===== src/pkg/rsc_defs.svh =====
// Constants of the redundancy switch controller: command codes,
// strap bit positions, panel entry codes, timing and reset values.
// Assumes inclusion by bare name; definitions only.
`ifndef RSC_DEFS_SVH
`define RSC_DEFS_SVH

// -------------------------------------------------------------
// Command codes, used as the command port address
// -------------------------------------------------------------
`define CMD_SWMODE 8'h30
`define CMD_STANDBY 8'h31
`define CMD_STATUS 8'h37
`define CMD_CTRL 8'h40
`define CMD_SYS_MUTE 8'h41
`define CMD_UNIT_MUTE 8'h42

// -------------------------------------------------------------
// Command data values
// -------------------------------------------------------------
`define UNIT_ID_SYSTEM 8'h00
`define MODE_AUTO_VAL 8'h01
`define STANDBY_UNIT1 8'h01
`define STANDBY_UNIT2 8'h02

// -------------------------------------------------------------
// Strap bit positions (strap n sits at bit n-1)
// -------------------------------------------------------------
`define ARCH_ON_BIT 6
`define ARCH_OFF_BIT 7
`define ID_FIRST_BIT 0
`define ID_SECOND_BIT 1

// -------------------------------------------------------------
// Panel entry codes
// -------------------------------------------------------------
`define PE_SWMODE 3'h1
`define PE_STANDBY 3'h2
`define PE_SYS_MUTE 3'h3
`define PE_UNIT_MUTE 3'h4
`define PE_CTRL 3'h5

// -------------------------------------------------------------
// Timing and reset values
// -------------------------------------------------------------
`define CLK_KHZ 50000
`define SW_PULSE_MS 100
`define SW_SETTLE_MS 100
`define RST_STANDBY2 1'b1

`endif


===== src/pkg/rsc_pkg.sv =====
// Types of the redundancy switch controller.
// Assumes nothing beyond a SystemVerilog compiler.
package rsc_pkg;

   // ----------------------------------------------------------
   // Switch drive sequencer states
   // ----------------------------------------------------------
   typedef enum logic [2:0] {
      ST_IDLE = 3'b001,
      ST_DRIVE = 3'b010,
      ST_SETTLE = 3'b100
   } sw_state_t;

   // ----------------------------------------------------------
   // Inter-unit link, one direction
   // ----------------------------------------------------------
   typedef struct packed {
      logic fault;
      logic mode_auto;
      logic standby2;
      logic cfg_tgl;
      logic sys_mute;
      logic mute_tgl;
   } link_t;

   // ----------------------------------------------------------
   // Status display fields
   // ----------------------------------------------------------
   typedef struct packed {
      logic local_control_indicator;
      logic remote_control_indicator;
      logic manual_mode_indicator;
      logic online;
      logic summary_fault_indicator;
      logic sys_mute;
      logic [7:0] atten;
   } status_t;

   // ----------------------------------------------------------
   // Status word read at the status command
   // ----------------------------------------------------------
   typedef struct packed {
      logic [3:0] zero;
      logic busy;
      logic at_pos2;
      logic unit2;
      logic redundant;
      logic mute;
      logic sys_mute;
      logic sw_fault;
      logic summary;
      logic me_standby;
      logic standby2;
      logic mode_auto;
      logic remote;
   } stat_word_t;

   // ----------------------------------------------------------
   // Asynchronous inputs, sampled as one vector
   // ----------------------------------------------------------
   typedef struct packed {
      logic [7:0] arch;
      logic [1:0] id;
      logic plus;
      logic minus;
      logic [2:0] entry;
      logic fault;
      logic at_pos1;
      logic at_pos2;
      link_t link;
   } pins_t;

   // ----------------------------------------------------------
   // Whole state of the controller
   // ----------------------------------------------------------
   typedef struct packed {
      pins_t sync1;
      pins_t sync2;
      logic plus_q;
      logic minus_q;
      logic cfg_q;
      logic mute_q;
      logic remote;
      logic mode_auto;
      logic standby2;
      logic cfg_tgl;
      logic sys_mute;
      logic mute;
      logic mute_tgl;
      logic cmd_pos2;
      logic sw_fault;
      sw_state_t fsm;
      logic [23:0] cnt;
      logic ack;
      logic nak;
      logic drv1;
      logic drv2;
      logic common;
      logic par_pos1;
      logic [15:0] rdata;
      status_t status;
      link_t link;
   } state_t;

endpackage


===== src/redundancy_switch_control.sv =====
// Controller of one unit of a 1:1 redundant amplifier pair.
// Assumes a 50 MHz clock, pins synchronised here, a command port on
// the same clock, and a peer unit running this same logic.
//
// What this block does
// - Keep switch common energised and pulse one position drive line.
// - After each drive pulse read back switch position and confirm it.
// - Redundant operation only with architecture strap 7 on, strap 8 off.
// - Identity straps: first on second off unit 1, reverse unit 2.
// - Auto mode: on-line fault switches the healthy standby on-line.
// - Manual mode: no switchover, summary fault raised, wait for selection.
// - Switching-mode entry: plus or minus key toggles auto and manual.
// - Standby entry: plus or minus key toggles the standby unit.
// - Standby selection only accepted in manual mode; refused in auto.
// - System mute or unmute changes both units together.
// - Unit mute or unmute changes only the receiving unit.
// - Mute indicator shows this unit's own mute state.
// - Status shows control, mode, role, and fault only when present.
// - Second line shows attenuation and system mute state.
// - Parallel port shows switch position only; second switch unused.
// - Serial commands act only in remote mode; remote set and status read any time.
// - All panel functions also available over the serial port.
// - Automatic switchover completes in nominally 200 ms.
// - Failed switching raises a switch fault as summary fault.
// - Command 0x30: unit id zero, mode 0 manual, 1 auto.
// - Command 0x31: unit id zero, standby unit 1 or 2.
`timescale 1ns/100ps
`include "rsc_defs.svh"

module redundancy_switch_control #(
   parameter int P_PULSE_CYC = `SW_PULSE_MS * `CLK_KHZ,
   parameter int P_SETTLE_CYC = `SW_SETTLE_MS * `CLK_KHZ
) (
   // Clock and reset
   input wire logic i_clk_sys,
   input wire logic i_reset_n,
   // Configuration straps
   input wire logic [7:0] i_architecture_strap_bank,
   input wire logic [1:0] i_unit_identity_strap_bank,
   // Local panel
   input wire logic i_key_plus,
   input wire logic i_key_minus,
   input wire logic [2:0] i_panel_entry,
   // Own amplifier
   input wire logic i_unit_fault,
   input wire logic [7:0] i_atten,
   // Serial command port
   input wire logic [7:0] i_addr,
   input wire logic [15:0] i_wdata,
   input wire logic i_wr,
   input wire logic i_rd,
   output logic [15:0] o_rdata,
   output logic o_cmd_ack,
   output logic o_cmd_nak,
   // Inter-unit link
   input rsc_pkg::link_t i_link,
   output rsc_pkg::link_t o_link,
   // RF switch
   input wire logic i_sw_at_pos1,
   input wire logic i_sw_at_pos2,
   output logic o_sw_common_en,
   output logic o_sw_pos1_drive,
   output logic o_sw_pos2_drive,
   // Display, indicators and parallel port
   output rsc_pkg::status_t o_status,
   output logic o_mute,
   output logic o_par_sw_pos1
);
   import rsc_pkg::*;

   // ----------------------------------------------------------
   // Declarations
   // ----------------------------------------------------------
   logic [1:0] rst_q_r;
   logic rst_n_s;
   state_t s_r;
   state_t s_nxt;
   pins_t pins_in;
   pins_t p;
   logic redund;
   logic unit1;
   logic unit2;
   logic me_sb;
   logic online_f;
   logic sb_f;
   logic key_ev;
   logic cfg_ev;
   logic mute_ev;
   logic auto_sw;
   logic pos_ok;
   logic drive_end;
   logic settle_end;
   stat_word_t stat_w;

   // ----------------------------------------------------------
   // Reset release
   // ----------------------------------------------------------

   // Two-stage release of the asynchronous reset
   always_ff @(posedge i_clk_sys or negedge i_reset_n) begin
      if (!i_reset_n) begin
         rst_q_r <= 2'b00;
      end else begin
         rst_q_r <= {rst_q_r[0], 1'b1};
      end
   end
   assign rst_n_s = rst_q_r[1];

   // ----------------------------------------------------------
   // Decode of current state
   // ----------------------------------------------------------

   // Pins gathered for the two-flop synchroniser
   assign pins_in = {i_architecture_strap_bank, i_unit_identity_strap_bank, i_key_plus, i_key_minus,
                     i_panel_entry, i_unit_fault, i_sw_at_pos1, i_sw_at_pos2, i_link};
   assign p = s_r.sync2;

   // Architecture and identity straps
   assign redund = p.arch[`ARCH_ON_BIT] & ~p.arch[`ARCH_OFF_BIT];
   assign unit1 = p.id[`ID_FIRST_BIT] & ~p.id[`ID_SECOND_BIT];
   assign unit2 = ~p.id[`ID_FIRST_BIT] & p.id[`ID_SECOND_BIT];

   // Role: the unit not named standby is on-line
   assign me_sb = s_r.standby2 ? unit2 : unit1;
   assign online_f = me_sb ? p.link.fault : p.fault;
   assign sb_f = me_sb ? p.fault : p.link.fault;

   // Key presses and peer update events
   assign key_ev = (p.plus & ~s_r.plus_q) | (p.minus & ~s_r.minus_q);
   assign cfg_ev = p.link.cfg_tgl ^ s_r.cfg_q;
   assign mute_ev = p.link.mute_tgl ^ s_r.mute_q;

   // Automatic switchover trigger
   assign auto_sw = redund & s_r.mode_auto & (s_r.fsm == ST_IDLE) & online_f & ~sb_f;

   // Position read-back against the commanded position
   assign pos_ok = s_r.cmd_pos2 ? (p.at_pos2 & ~p.at_pos1) : (p.at_pos1 & ~p.at_pos2);
   assign drive_end = s_r.cnt == 24'(P_PULSE_CYC - 1);
   assign settle_end = s_r.cnt == 24'(P_SETTLE_CYC - 1);

   // Status word for the status command
   always_comb begin
      stat_w = '0;
      stat_w.busy = s_r.fsm != ST_IDLE;
      stat_w.at_pos2 = p.at_pos2;
      stat_w.unit2 = unit2;
      stat_w.redundant = redund;
      stat_w.mute = s_r.mute;
      stat_w.sys_mute = s_r.sys_mute;
      stat_w.sw_fault = s_r.sw_fault;
      stat_w.summary = s_r.status.summary_fault_indicator;
      stat_w.me_standby = me_sb;
      stat_w.standby2 = s_r.standby2;
      stat_w.mode_auto = s_r.mode_auto;
      stat_w.remote = s_r.remote;
   end

   // ----------------------------------------------------------
   // Next state
   // ----------------------------------------------------------

   // Whole controller in one combinational pass
   always_comb begin
      s_nxt = s_r;
      s_nxt.ack = 1'b0;
      s_nxt.nak = 1'b0;
      s_nxt.rdata = '0;
      s_nxt.sync1 = pins_in;
      s_nxt.sync2 = s_r.sync1;
      s_nxt.plus_q = p.plus;
      s_nxt.minus_q = p.minus;
      s_nxt.cfg_q = p.link.cfg_tgl;
      s_nxt.mute_q = p.link.mute_tgl;

      // Adopt settings announced by the peer
      if (cfg_ev) begin
         s_nxt.mode_auto = p.link.mode_auto;
         s_nxt.standby2 = p.link.standby2;
      end
      if (mute_ev) begin
         s_nxt.sys_mute = p.link.sys_mute;
         s_nxt.mute = p.link.sys_mute;
      end

      // Swap roles when the on-line unit fails
      if (auto_sw) begin
         s_nxt.standby2 = ~s_r.standby2;
         s_nxt.cfg_tgl = ~s_r.cfg_tgl;
      end

      // Local panel keys
      if (key_ev) begin
         case (p.entry)
            `PE_SWMODE: begin
               s_nxt.mode_auto = ~s_r.mode_auto;
               s_nxt.cfg_tgl = ~s_r.cfg_tgl;
            end
            `PE_STANDBY: begin
               if (!s_r.mode_auto) begin
                  s_nxt.standby2 = ~s_r.standby2;
                  s_nxt.cfg_tgl = ~s_r.cfg_tgl;
               end
            end
            `PE_SYS_MUTE: begin
               s_nxt.sys_mute = ~s_r.sys_mute;
               s_nxt.mute = ~s_r.sys_mute;
               s_nxt.mute_tgl = ~s_r.mute_tgl;
            end
            `PE_UNIT_MUTE: begin
               s_nxt.mute = ~s_r.mute;
            end
            `PE_CTRL: begin
               s_nxt.remote = ~s_r.remote;
            end
            default: begin
               s_nxt.remote = s_r.remote;
            end
         endcase
      end

      // Serial commands, gated by remote mode
      if (i_wr) begin
         if (i_addr == `CMD_CTRL) begin
            s_nxt.remote = i_wdata[0];
            s_nxt.ack = 1'b1;
         end else if (!s_r.remote) begin
            s_nxt.nak = 1'b1;
         end else begin
            case (i_addr)
               `CMD_SWMODE: begin
                  if (i_wdata[15:8] == `UNIT_ID_SYSTEM && i_wdata[7:0] <= `MODE_AUTO_VAL) begin
                     s_nxt.mode_auto = i_wdata[0];
                     s_nxt.cfg_tgl = ~s_r.cfg_tgl;
                     s_nxt.ack = 1'b1;
                  end else begin
                     s_nxt.nak = 1'b1;
                  end
               end
               `CMD_STANDBY: begin
                  if (i_wdata[15:8] == `UNIT_ID_SYSTEM && !s_r.mode_auto &&
                      (i_wdata[7:0] == `STANDBY_UNIT1 || i_wdata[7:0] == `STANDBY_UNIT2)) begin
                     s_nxt.standby2 = i_wdata[7:0] == `STANDBY_UNIT2;
                     s_nxt.cfg_tgl = ~s_r.cfg_tgl;
                     s_nxt.ack = 1'b1;
                  end else begin
                     s_nxt.nak = 1'b1;
                  end
               end
               `CMD_SYS_MUTE: begin
                  s_nxt.sys_mute = i_wdata[0];
                  s_nxt.mute = i_wdata[0];
                  s_nxt.mute_tgl = ~s_r.mute_tgl;
                  s_nxt.ack = 1'b1;
               end
               `CMD_UNIT_MUTE: begin
                  s_nxt.mute = i_wdata[0];
                  s_nxt.ack = 1'b1;
               end
               default: begin
                  s_nxt.nak = 1'b1;
               end
            endcase
         end
      end

      // Status read, answered in the next cycle only
      if (i_rd && i_addr == `CMD_STATUS) begin
         s_nxt.rdata = stat_w;
      end

      // Switch drive sequencer: pulse, settle, verify
      s_nxt.cnt = s_r.cnt + 24'h000001;
      case (s_r.fsm)
         ST_IDLE: begin
            s_nxt.cnt = '0;
            if (s_r.cmd_pos2 == s_r.standby2) begin
               s_nxt.fsm = ST_DRIVE;
               s_nxt.cmd_pos2 = ~s_r.standby2;
            end
         end
         ST_DRIVE: begin
            if (drive_end) begin
               s_nxt.fsm = ST_SETTLE;
               s_nxt.cnt = '0;
            end
         end
         ST_SETTLE: begin
            if (settle_end) begin
               s_nxt.fsm = ST_IDLE;
               s_nxt.sw_fault = ~pos_ok;
            end
         end
         default: begin
            s_nxt.fsm = ST_IDLE;
         end
      endcase
      if (!redund) begin
         s_nxt.fsm = ST_IDLE;
         s_nxt.cnt = '0;
      end

      // Switch lines, one position at a time
      s_nxt.common = redund;
      s_nxt.drv1 = (s_nxt.fsm == ST_DRIVE) & ~s_nxt.cmd_pos2;
      s_nxt.drv2 = (s_nxt.fsm == ST_DRIVE) & s_nxt.cmd_pos2;
      s_nxt.par_pos1 = p.at_pos1;

      // Display fields and indicators
      s_nxt.status.local_control_indicator = ~s_nxt.remote;
      s_nxt.status.remote_control_indicator = s_nxt.remote;
      s_nxt.status.manual_mode_indicator = ~s_nxt.mode_auto;
      s_nxt.status.online = ~me_sb;
      // Summary fault: own, switch, or failed on-line unit
      s_nxt.status.summary_fault_indicator = p.fault | s_nxt.sw_fault | (redund & online_f);
      s_nxt.status.sys_mute = s_nxt.sys_mute;
      s_nxt.status.atten = i_atten;

      // Announcements to the peer
      s_nxt.link.fault = p.fault;
      s_nxt.link.mode_auto = s_nxt.mode_auto;
      s_nxt.link.standby2 = s_nxt.standby2;
      s_nxt.link.cfg_tgl = s_nxt.cfg_tgl;
      s_nxt.link.sys_mute = s_nxt.sys_mute;
      s_nxt.link.mute_tgl = s_nxt.mute_tgl;
   end

   // ----------------------------------------------------------
   // State register
   // ----------------------------------------------------------

   // All state held in one register
   always_ff @(posedge i_clk_sys or negedge rst_n_s) begin
      if (!rst_n_s) begin
         s_r <= '0;
         s_r.fsm <= ST_IDLE;
         s_r.standby2 <= `RST_STANDBY2;
      end else begin
         s_r <= s_nxt;
      end
   end

   // ----------------------------------------------------------
   // Outputs
   // ----------------------------------------------------------

   // Every output straight from the register
   assign o_rdata = s_r.rdata;
   assign o_cmd_ack = s_r.ack;
   assign o_cmd_nak = s_r.nak;
   assign o_link = s_r.link;
   assign o_sw_common_en = s_r.common;
   assign o_sw_pos1_drive = s_r.drv1;
   assign o_sw_pos2_drive = s_r.drv2;
   assign o_status = s_r.status;
   assign o_mute = s_r.mute;
   assign o_par_sw_pos1 = s_r.par_pos1;
endmodule


===== config.mk =====
export PLATFORM = sky130hd
export DESIGN_NAME = redundancy_switch_control
export DESIGN_NICKNAME = d
export VERILOG_FILES = /design/src/pkg/rsc_pkg.sv /design/src/redundancy_switch_control.sv
export VERILOG_INCLUDE_DIRS = /design/src /design/src/pkg
export SDC_FILE = /design/constraint.sdc
export NUM_CORES = 1
export LEC_CHECK = 0
export ABC_CLOCK_PERIOD_IN_PS = 3400
export BUFFER_PORTS_ARGS = -buffer_cell sky130_fd_sc_hd__buf_2
export CAP_MARGIN = 10
export CORE_AREA = 2 2 134 149
export DETAILED_ROUTE_END_ITERATION = 16
export DIE_AREA = 0 0 136 151
export SYNTH_ARGS = -nofsm -noshare
export SYNTH_HDL_FRONTEND = slang
export SYNTH_SLANG_ARGS = --single-unit

===== constraint.sdc =====
create_clock -name i_clk_sys -period 3.4 [get_ports i_clk_sys]
set_input_delay 0.51 -clock i_clk_sys [delete_from_list [all_inputs] [get_ports i_clk_sys]]
set_output_delay 0.51 -clock i_clk_sys [all_outputs]
set_load 0.01 [all_outputs]

==> results of run 1 <==
## cell usage in the layout (no fill, tap or decap), types with 7 or more instances in the layout
| cell | Yosys | final |
|---|---|---|
| dfrtp_1 | 108 | 107 |
| buf_2 | 2 | 92 |
| nor2_1 | 57 | 57 |
| nand2_1 | 31 | 31 |
| xnor2_1 | 18 | 18 |
| nand3_1 | 13 | 13 |
| inv_1 | 13 | 13 |
| xor2_1 | 12 | 12 |
| and2_1 | 11 | 11 |
| clkbuf_16 | 0 | 9 |
| nand2b_1 | 7 | 7 |
## layer usage
layer | track usage, % | vias to the layer above | share of wire (%)
li1 | - | 1466 | -
met1 | 11.4 | 1408 | 46
met2 | 13.6 | 77 | 47
met3 | 2.41 | 12 | 5.4
met4 | 4.06 | 0 | 1.9
met5 | 0 | - | 0
## stage by stage
| stage | power [mW] | hold WS, ns | utilization [%] | worst slack (ns) | instance area (sq um) |
|---|---|---|---|---|---|
| floorplan | 1.90 | 0.214 | - | 0.112 | 4670 |
| global placement | 1.98 | 0.295 | 27.0 | 1.28 | 5110 |
| detailed placement | 1.99 | 0.301 | 27.0 | 1.27 | 5110 |
| CTS | 3.02 | 0.247 | 28.6 | 1.27 | 5420 |
| global route | 3.14 | 0.241 | 28.6 | 1.16 | 5420 |
| finish | 2.96 | 0.265 | 28.6 | 1.28 | 5420 |
## what timing repair did
action	CTS	global route
endpoints found under the setup margin	0	0
setup buffers	0	0
hold buffers	1	0
hold endpoints to repair	2	0
resized for setup	0	0
## flip-flops by register name (all words and copies together), names as in the netlist, 2 cells and up
signal	count
s_r	34
o_link	6
p	18
o_rdata	12
rst_q_r	2
o_status	13
s_nxt	18
## cells by family (layout without fill, tap and decap cells)
family / Yosys count / after routing / share of synthesized area [%]
adders and majority gates: 1 / 1 / 0.269
xor gates and xnor gates: 30 / 30 / 5.64
DFF: 110 / 110 / 59.2
and+or+nand+nor: 171 / 171 / 20.2
other: 2 / 5 / 0.161
AOI/OAI and AO/OA: 32 / 32 / 5.00
muxes: 5 / 5 / 1.24
buffers and inverters: 59 / 124 / 8.36
## path summary, 6_finish.rpt
path / slack (ns) / endpoint / cells past startpoint
worst max-delay path: 1.28 / o_status[9] / 6
worst min-delay path: 0.26 / o_status[7] / 1
worst max register to register: 1.28 / o_status[9] / 6
worst min register to register: 0.34 / p[14] / 0
max in group asynchronous: 2.15 / s_r[44] / 1
min in group asynchronous: 0.38 / s_nxt[89] / 0
## synth_stat cells, types with 5 or more instances
| master | n | area [sq um] |
|---|---|---|
| dfrtp_1 | 108 | 2700 |
| nor2_1 | 57 | 214 |
| buf_4 | 36 | 270 |
| nand2_1 | 31 | 116 |
| xnor2_1 | 18 | 158 |
| inv_1 | 13 | 48.8 |
| nand3_1 | 13 | 65.1 |
| xor2_1 | 12 | 105 |
| and2_1 | 11 | 68.8 |
| nand2b_1 | 7 | 43.8 |
| nand4_1 | 6 | 37.5 |
| nor4_1 | 6 | 37.5 |
| a21oi_1 | 5 | 25.0 |
## power groups by stage
stage                     clock (mW)  sequential (mW)  combinational, mW
final                           1.01             1.54              0.409
after global routing            1.11             1.57              0.460
after CTS                       1.05             1.55              0.418
after detailed placement           0             1.57              0.415
after global placement             0             1.57              0.411
after floorplan                    0             1.52              0.375
## final cells by class
| class | instances | area [sq um] | area share [%] |
|---|---|---|---|
| inverters | 13 | 48.8 | 0.900 |
| multi-input cells | 244 | 1520 | 28.1 |
| well taps | 247 | 309 | 5.70 |
| repair buffers | 95 | 485 | 8.95 |
| clock inverters | 4 | 30.0 | 0.554 |
| flip-flops and latches | 110 | 2760 | 50.9 |
| clock buffers | 12 | 267 | 4.92 |
==> results.yml, run 1 <==
setup_path:
  cp.arrival_ns: 2.35
  slowest_delay_ns: 0.46
  crit_buf_inv: 0
  crit_type: "flip-flop to flip-flop"
  worstSetupEndpointType: "flip-flop"
  crit_chain: "nor4b_2, and4_1, nand4_4, nor4_4, mux2_4, a311o_1"
  startpoint: "s_r[48]"
  critPathMaxFanout: 6
  start_kind: "flip-flop"
  critPathTopFamily: "simple AND/OR/NAND/NOR gates"
  slowest_stage: "dfrtp_1"
  r2r_start: "s_r[48]"
  required_ns: 3.63
yosys:
  synth_edf_count: 0
  netlist_area_sq_mm: 0.00466
  ys_async_sr_fraction_pct: 100
  synth_cell_types: 63
  syn_avg_cell_area_sq_um: 11.4
  synth_cells: 410
  ys_ff_latch: 110
  seq_area_frac_synth_pct: 59.2
  ys_warn_count: 0
  synth_top_flop_cell: "dfrtp_1"
power_and_ir_drop:
  leakage_nw: 2.43
  ir_drop_uv: 231
  pwr-share-clk_pct: 34.1
  pwr-share-comb_pct: 13.8
  powerDensity_mw_per_mm2: 546
  switching_share_pct: 26.9
  p_switching_mw: 0.796
  p_int_mw: 2.17
  p_seq_share_pct: 52.1
route:
  wl_per_cell_um: 12.0
  drc: 0
  via_per_inst: 4.09
  drt_iter0_markers: 153
  postRouteAntennaNets: 0
  drt_pre_antenna_iters: 4
  vias: 2963
  wl_um: 8700
global_routing:
  grt_max_degree: 55
  grt.overflow.total: 0
  grt_pass1_vias: 2761
  grt_pass1_wl_um: 13800
  antenna_found_initial: 1
  grt_usage_pct: 8.78
clock_network:
  clockRootBuffer: "clkbuf_16"
  cts_made_buffers: 9
  cts_buffer_depth: 2
  clock_sinks: 110
  h-tree-depth: 3
  clk_pin_slew_ns: 0.07
  cts_tree: "done"
  worstSkewPairLatency_ns: 0.35
cells_and_area:
  syn_to_final_growth_pct: 16.4
  antennaDiodeCount: 0
  drive_gt1_share_pct: 27.0
  final_nets: 534
  n_fill_cell: 1991
  final_cells: 725
floorplanning:
  die_area_sq_mm: 0.0205
  die_y_um: 151
  core_area_sq_mm: 0.0190
  die_x_um: 136
  pin_count: 103
  rows: 53
  start_util_pct: 24.5
timing:
  period_share_pct: 62.3
  setup_viol: 0
  fmax_mhz: 472
  fin_setup_tns_ns: 0
  rsz0062_at_grt: "no"
  hold_viol: 0
  slew_viol_final: 0
  post-route-min-period_ns: 2.12
  maxSlewHeadroom_pct: 53.6
  worst_slew_pin_slew_ns: 0.679
  fin_skew_ns: 0.0103
min_path:
  min_from: "i_atten[7]"
  worst_hold_path_type: "input pin to flip-flop"
job:
  drv_cap: 0
status:
  status: "finished, final reports clean"
placement:
  gp_congestion: 0.772
  dp_cells: 708
  io_buffers: 92
  place_hpwl_um: 6510
Note: power is estimated with default switching activity, not from simulation.
==> run 2: changes to the inputs <==
- ABC_CLOCK_PERIOD_IN_PS: 3400 -> 1780
- clock period: 3.4 -> 1.78 ns (I/O delays scaled with it)
==> run 2 against run 1 <==
Effect of this change: the flow now finishes with violations (negative setup slack); fmax increased by 9.9%; core utilization grew 2.7 points; die area stayed put; design area grew 9.4%; global-route usage increased by 0.87 points; total power up 96%; critical path depth unchanged; sequential share of layout area fell by 4.4 points; sequential power up 88%; first-iteration DRC count fell by 32%; critical path type unchanged; largest cell class unchanged.
==> results.yml, run 2 (synthesized netlist as in run 1, its figures left out) <==
timing:
  setup_viol: 25
  fin_skew_ns: 0.00749
  hold_viol: 0
  post-route-min-period_ns: 1.93
  fin_setup_tns_ns: -2.26
  period_share_pct: 108
  maxSlewHeadroom_pct: 60.9
  timing.final.ws_setup_ns: -0.148
  fmax_mhz: 519
  worst_slew_pin_slew_ns: 0.587
  rsz0062_at_grt: "yes"
  slew_viol_final: 0
floorplanning:
  die_y_um: 151
  die_x_um: 136
  rows: 53
  pin_count: 103
  start_util_pct: 24.5
  die_area_sq_mm: 0.0205
  core_area_sq_mm: 0.0190
global_routing:
  grt_pass1_vias: 3120
  grt_use_met2_pct: 15.4
  met1_usage_pct: 12.5
  grt_max_degree: 41
  grt.busiest_layer: "met2"
  grt.overflow.total: 0
  grt_pass1_wl_um: 15300
  grt_use_met3_pct: 3.05
  antenna_found_initial: 1
  grt_usage_pct: 9.64
placement:
  post-place-ws_ns: -0.309
  place_hpwl_um: 7060
  gp_congestion: 0.794
  io_buffers: 92
min_path:
  worst_hold_path_type: "input pin to flip-flop"
cells_and_area:
  n_fill_cell: 1960
  drive_gt1_share_pct: 35.0
  syn_to_final_growth_pct: 27.4
  final_core_util_pct: 31.3
  multi_input_area_sq_mm: 0.00157
  antennaDiodeCount: 0
  final_common_cell: "dfrtp_1"
  seqCellArea_sq_mm: 0.00276
  regMostFlops: "s_r"
  final_cell_mix: "dfrtp_1, buf_2, nor2_1"
  final_nets: 588
  largest_reg_flops: 34
status:
  status: "finished with violations"
  violations: "negative setup slack"
clock_network:
  h-tree-depth: 3
  clk_pin_slew_ns: 0.07
  worstSkewPairLatency_ns: 0.35
  clockRootBuffer: "clkbuf_16"
  cts_tree: "done"
  clock_sinks: 110
  cts_buffer_depth: 2
  cts_made_buffers: 9
route:
  wl_per_cell_um: 12.2
  drc: 0
  wl_um: 9500
  via_per_inst: 4.04
  postRouteAntennaNets: 0
  drt_pre_antenna_iters: 4
  vias: 3147
  drt_iter0_markers: 104
power_and_ir_drop:
  leakage_nw: 2.73
  powerDensity_mw_per_mm2: 980
  pwr-share-comb_pct: 17.2
  ir_drop_uv: 441
  switching_share_pct: 27.8
  p_seq_share_pct: 49.8
  p_switching_mw: 1.61
  pwr-share-clk_pct: 33.0
  finalPower_mw: 5.81
  p_int_mw: 4.20
setup_path:
  crit_chain: "nor4_2, and4_1, nand4_4, nor4_4, mux2_4, a311o_1"
  slowest_delay_ns: 0.40
  worstSetupEndpointType: "flip-flop"
  crit_type: "flip-flop to flip-flop"
  cp.arrival_ns: 2.16
  critPathMaxFanout: 2
  required_ns: 2.01
  slowest_stage: "dfrtp_1"
  start_kind: "flip-flop"
job:
  drv_cap: 0
## run 2: changes by cell type in the layout (fill, tap and decap cells not counted), sizes merged
cell and delta:
buf +49, dlygate4sd3 +4, inv +2, clkinvlp -1
## run 2: final timing paths
path                       cells past startpoint           to       start  slack, ns
max                                            6  o_status[9]     s_r[57]      -0.15
min                                            1  o_status[1]  i_atten[1]       0.02
max reg2reg                                    6  o_status[9]     s_r[57]      -0.15
min reg2reg                                    0  o_status[1]  rst_q_r[1]       0.34
max in group asynchronous                      1   o_rdata[1]  rst_q_r[1]       0.85
min in group asynchronous                      2   rst_q_r[1]   i_reset_n       0.22
## run 2: layer usage
layer	up-vias	part of all wire, %	routed length, um
met3	8	5.8	548
met2	74	47	4480
met5	-	0	0
met4	0	1.1	102
li1	1570	-	-
met1	1495	46	4380
## run 2: power by group through the flow
stage | Sequential (mW) | Combinational (mW) | Clock [mW]
finish | 2.89 | 1.00 | 1.92
global route | 2.93 | 1.12 | 2.11
CTS | 2.89 | 0.974 | 2.00
detailed placement | 2.94 | 0.954 | 0
global placement | 2.94 | 0.945 | 0
floorplan | 2.91 | 0.716 | 0
## run 2: cell type report
cell class | instances | area share, %
inverter | 13 | 0.823
tap | 247 | 5.21
clock buffer | 11 | 4.09
timing repair buffer | 149 | 16.1
multi-input combinational | 244 | 26.5
clock inverter | 5 | 0.717
sequential | 110 | 46.5
## run 2: stage by stage
step / instances / hold slack (ns) / cell area, sq um
3_5_place_dp: 755 / 0.0592 / 5510
6_report: 779 / 0.0200 / 5930
2_1_floorplan: 413 / -0.0286 / 4670
5_1_grt: 779 / 0.00284 / 5930
4_1_cts: 776 / 0.00342 / 5850
3_3_place_gp: 755 / 0.0522 / 5510
## run 2: worst max-delay path: cells and delay by family (launching register included)
kind,cells,cell delay (ns)
simple gates,4,0.83
flops,1,0.40
mux,1,0.33
compound gates,1,0.27
## run 2: timing repair
action                                 CTS  global route
setup endpoints to repair               30            35
endpoints found under the hold margin    6             0
pin swaps                                4             5
cloned                                   0             1
gates resized for setup                  3             8
hold buffers                             5             0
buffers inserted                         0             2
==> run 3: changes to the inputs <==
- CORE_AREA: 2 2 134 149 -> 2 2 96 108
- DIE_AREA: 0 0 136 151 -> 0 0 98 110
- PLACE_DENSITY: not set -> 0.76
==> run 3 against run 2 <==
Effect of this change: die area fell by 48%; sequential power barely moved; sequential share of layout area up 1.3 points; design area down 2.7%; critical endpoint unchanged; highest routed layer unchanged; via count up 6.1%; total power decreased by 9.0%; critical path type unchanged; combinational power about the same; largest power group unchanged; final cell count fell by 15%; clock power is 27% lower; count of clock-buffer cells in the layout is 1 higher; worst hold slack better by 0.15 ns; the run still ends with negative setup slack left.
==> results.yml, run 3 (synthesized netlist as in run 1, its figures left out) <==
floorplanning:
  die_area_sq_mm: 0.0108
  pin_count: 103
  start_util_pct: 48.2
  die_x_um: 98
  core_area_sq_mm: 0.00965
  die_y_um: 110
  rows: 38
route:
  drc: 0
  drt_pre_antenna_iters: 6
  drt_iter0_markers: 144
  wl_per_cell_um: 13.6
  postRouteAntennaNets: 0
  vias: 3340
  via_per_inst: 5.05
  wl_um: 9000
global_routing:
  antenna_found_initial: 0
  grt.busiest_layer: "met2"
  grt.overflow.total: 0
  grt_use_met2_pct: 31.7
  met1_usage_pct: 20.6
  grt_use_met3_pct: 3.78
  grt_pass1_vias: 3431
  grt_pass1_wl_um: 14900
  grt_usage_pct: 17.4
  grt_max_degree: 36
power_and_ir_drop:
  powerDensity_mw_per_mm2: 917
  ir_drop_uv: 571
  leakage_nw: 2.70
timing:
  slew_viol_final: 0
  rsz0062_at_grt: "yes"
  period_share_pct: 110
  timing.final.ws_setup_ns: -0.182
  maxSlewHeadroom_pct: 66.9
  post-route-min-period_ns: 1.96
  worst_slew_pin_slew_ns: 0.489
  fin_setup_tns_ns: -2.90
  fmax_mhz: 510
  fin_skew_ns: 0.00892
  hold_viol: 0
  setup_viol: 25
cells_and_area:
  final_common_cell: "dfrtp_1"
  syn_to_final_growth_pct: 23.9
  largest_reg_flops: 34
  drive_gt1_share_pct: 31.9
  regMostFlops: "s_r"
  final_area_sq_mm: 0.00577
  final_cell_mix: "dfrtp_1, buf_2, nor2_1"
  antennaDiodeCount: 0
  final_nets: 598
placement:
  dpl-instance-area_sq_mm: 0.00526
  place_hpwl_um: 6540
  gp_congestion: 0.855
  io_buffers: 92
setup_path:
  critPathMaxFanout: 3
  required_ns: 2.03
  worstSetupEndpointType: "flip-flop"
  reg2reg_depth: 6
  cp.arrival_ns: 2.21
  start_kind: "flip-flop"
  crit_type: "flip-flop to flip-flop"
status:
  violations: "negative setup slack"
  status: "finished with violations"
clock_network:
  clk_pin_slew_ns: 0.10
  worstSkewPairLatency_ns: 0.37
  cts_made_buffers: 9
  clock_sinks: 110
  cts_tree: "done"
  clockRootBuffer: "clkbuf_8"
  h-tree-depth: 3
  cts_buffer_depth: 2
min_path:
  hold_depth: 2
  worst_hold_path_type: "input pin to flip-flop"
job:
  drv_cap: 0
run 3: cell type report:
cell class                      count  area, sq um
Fill cell                         797         3880
Sequential cell                   110         2760
Multi-Input combinational cell    244         1560
Timing Repair Buffer              159         1070
Clock buffer                       12          155
Tap cell                          120          150
Inverter                           13         48.8
Clock inverter                      4         30.0
run 3: final timing paths:
path,from,end,slack (ns)
setup / recovery,s_r[59],o_status[9],-0.18
hold / removal,i_wr,o_cmd_nak,0.17
setup reg to reg,s_r[59],o_status[9],-0.18
hold reg to reg,rst_q_r[1],p[0],0.26
max in group asynchronous,rst_q_r[1],s_r[60],0.93
min in group asynchronous,i_reset_n,rst_q_r[1],0.20
run 3: timing repair:
item                                    in CTS  in global routing
hold buffers                                26                  1
hold endpoints to repair                    27                  1
setup buffers                                0                  3
endpoints found under the setup margin      26                 34
pin swaps                                    3                  4
resized for setup                            1                  7
run 3: report_power, final:
| part | internal, mW | switching [mW] | total (mW) |
|---|---|---|---|
| logic | 0.479 | 0.496 | 0.975 |
| clock network | 0.592 | 0.814 | 1.41 |
| registers | 2.71 | 0.201 | 2.91 |
run 3: worst max-delay path, stage by stage (launching register included):
cell and delay [ns]:
dfrtp_1 0.42, nor4b_2 0.26, and4_1 0.26, nand4_4 0.12
nor4_4 0.18, mux2_4 0.33, a311o_1 0.27
run 3: layer usage:
metal / vias up / part of all wire (%)
li1: 1585 / -
met1: 1644 / 42
met2: 100 / 52
met3: 11 / 4.8
met4: 0 / 1.2
met5: - / 0
run 3: stage by stage:
stage	hold WS, ns	utilization [%]	power [mW]	worst slack [ns]	std cells
after CTS	0.0000561	59.1	5.31	-0.199	658
after floorplan	-0.0286	-	3.62	-0.193	413
after global placement	0.0523	54.5	3.80	-0.205	616
final	0.170	59.8	5.29	-0.182	662
after global routing	0.165	59.8	5.58	-0.319	662
after detailed placement	0.0543	54.5	3.85	-0.249	616
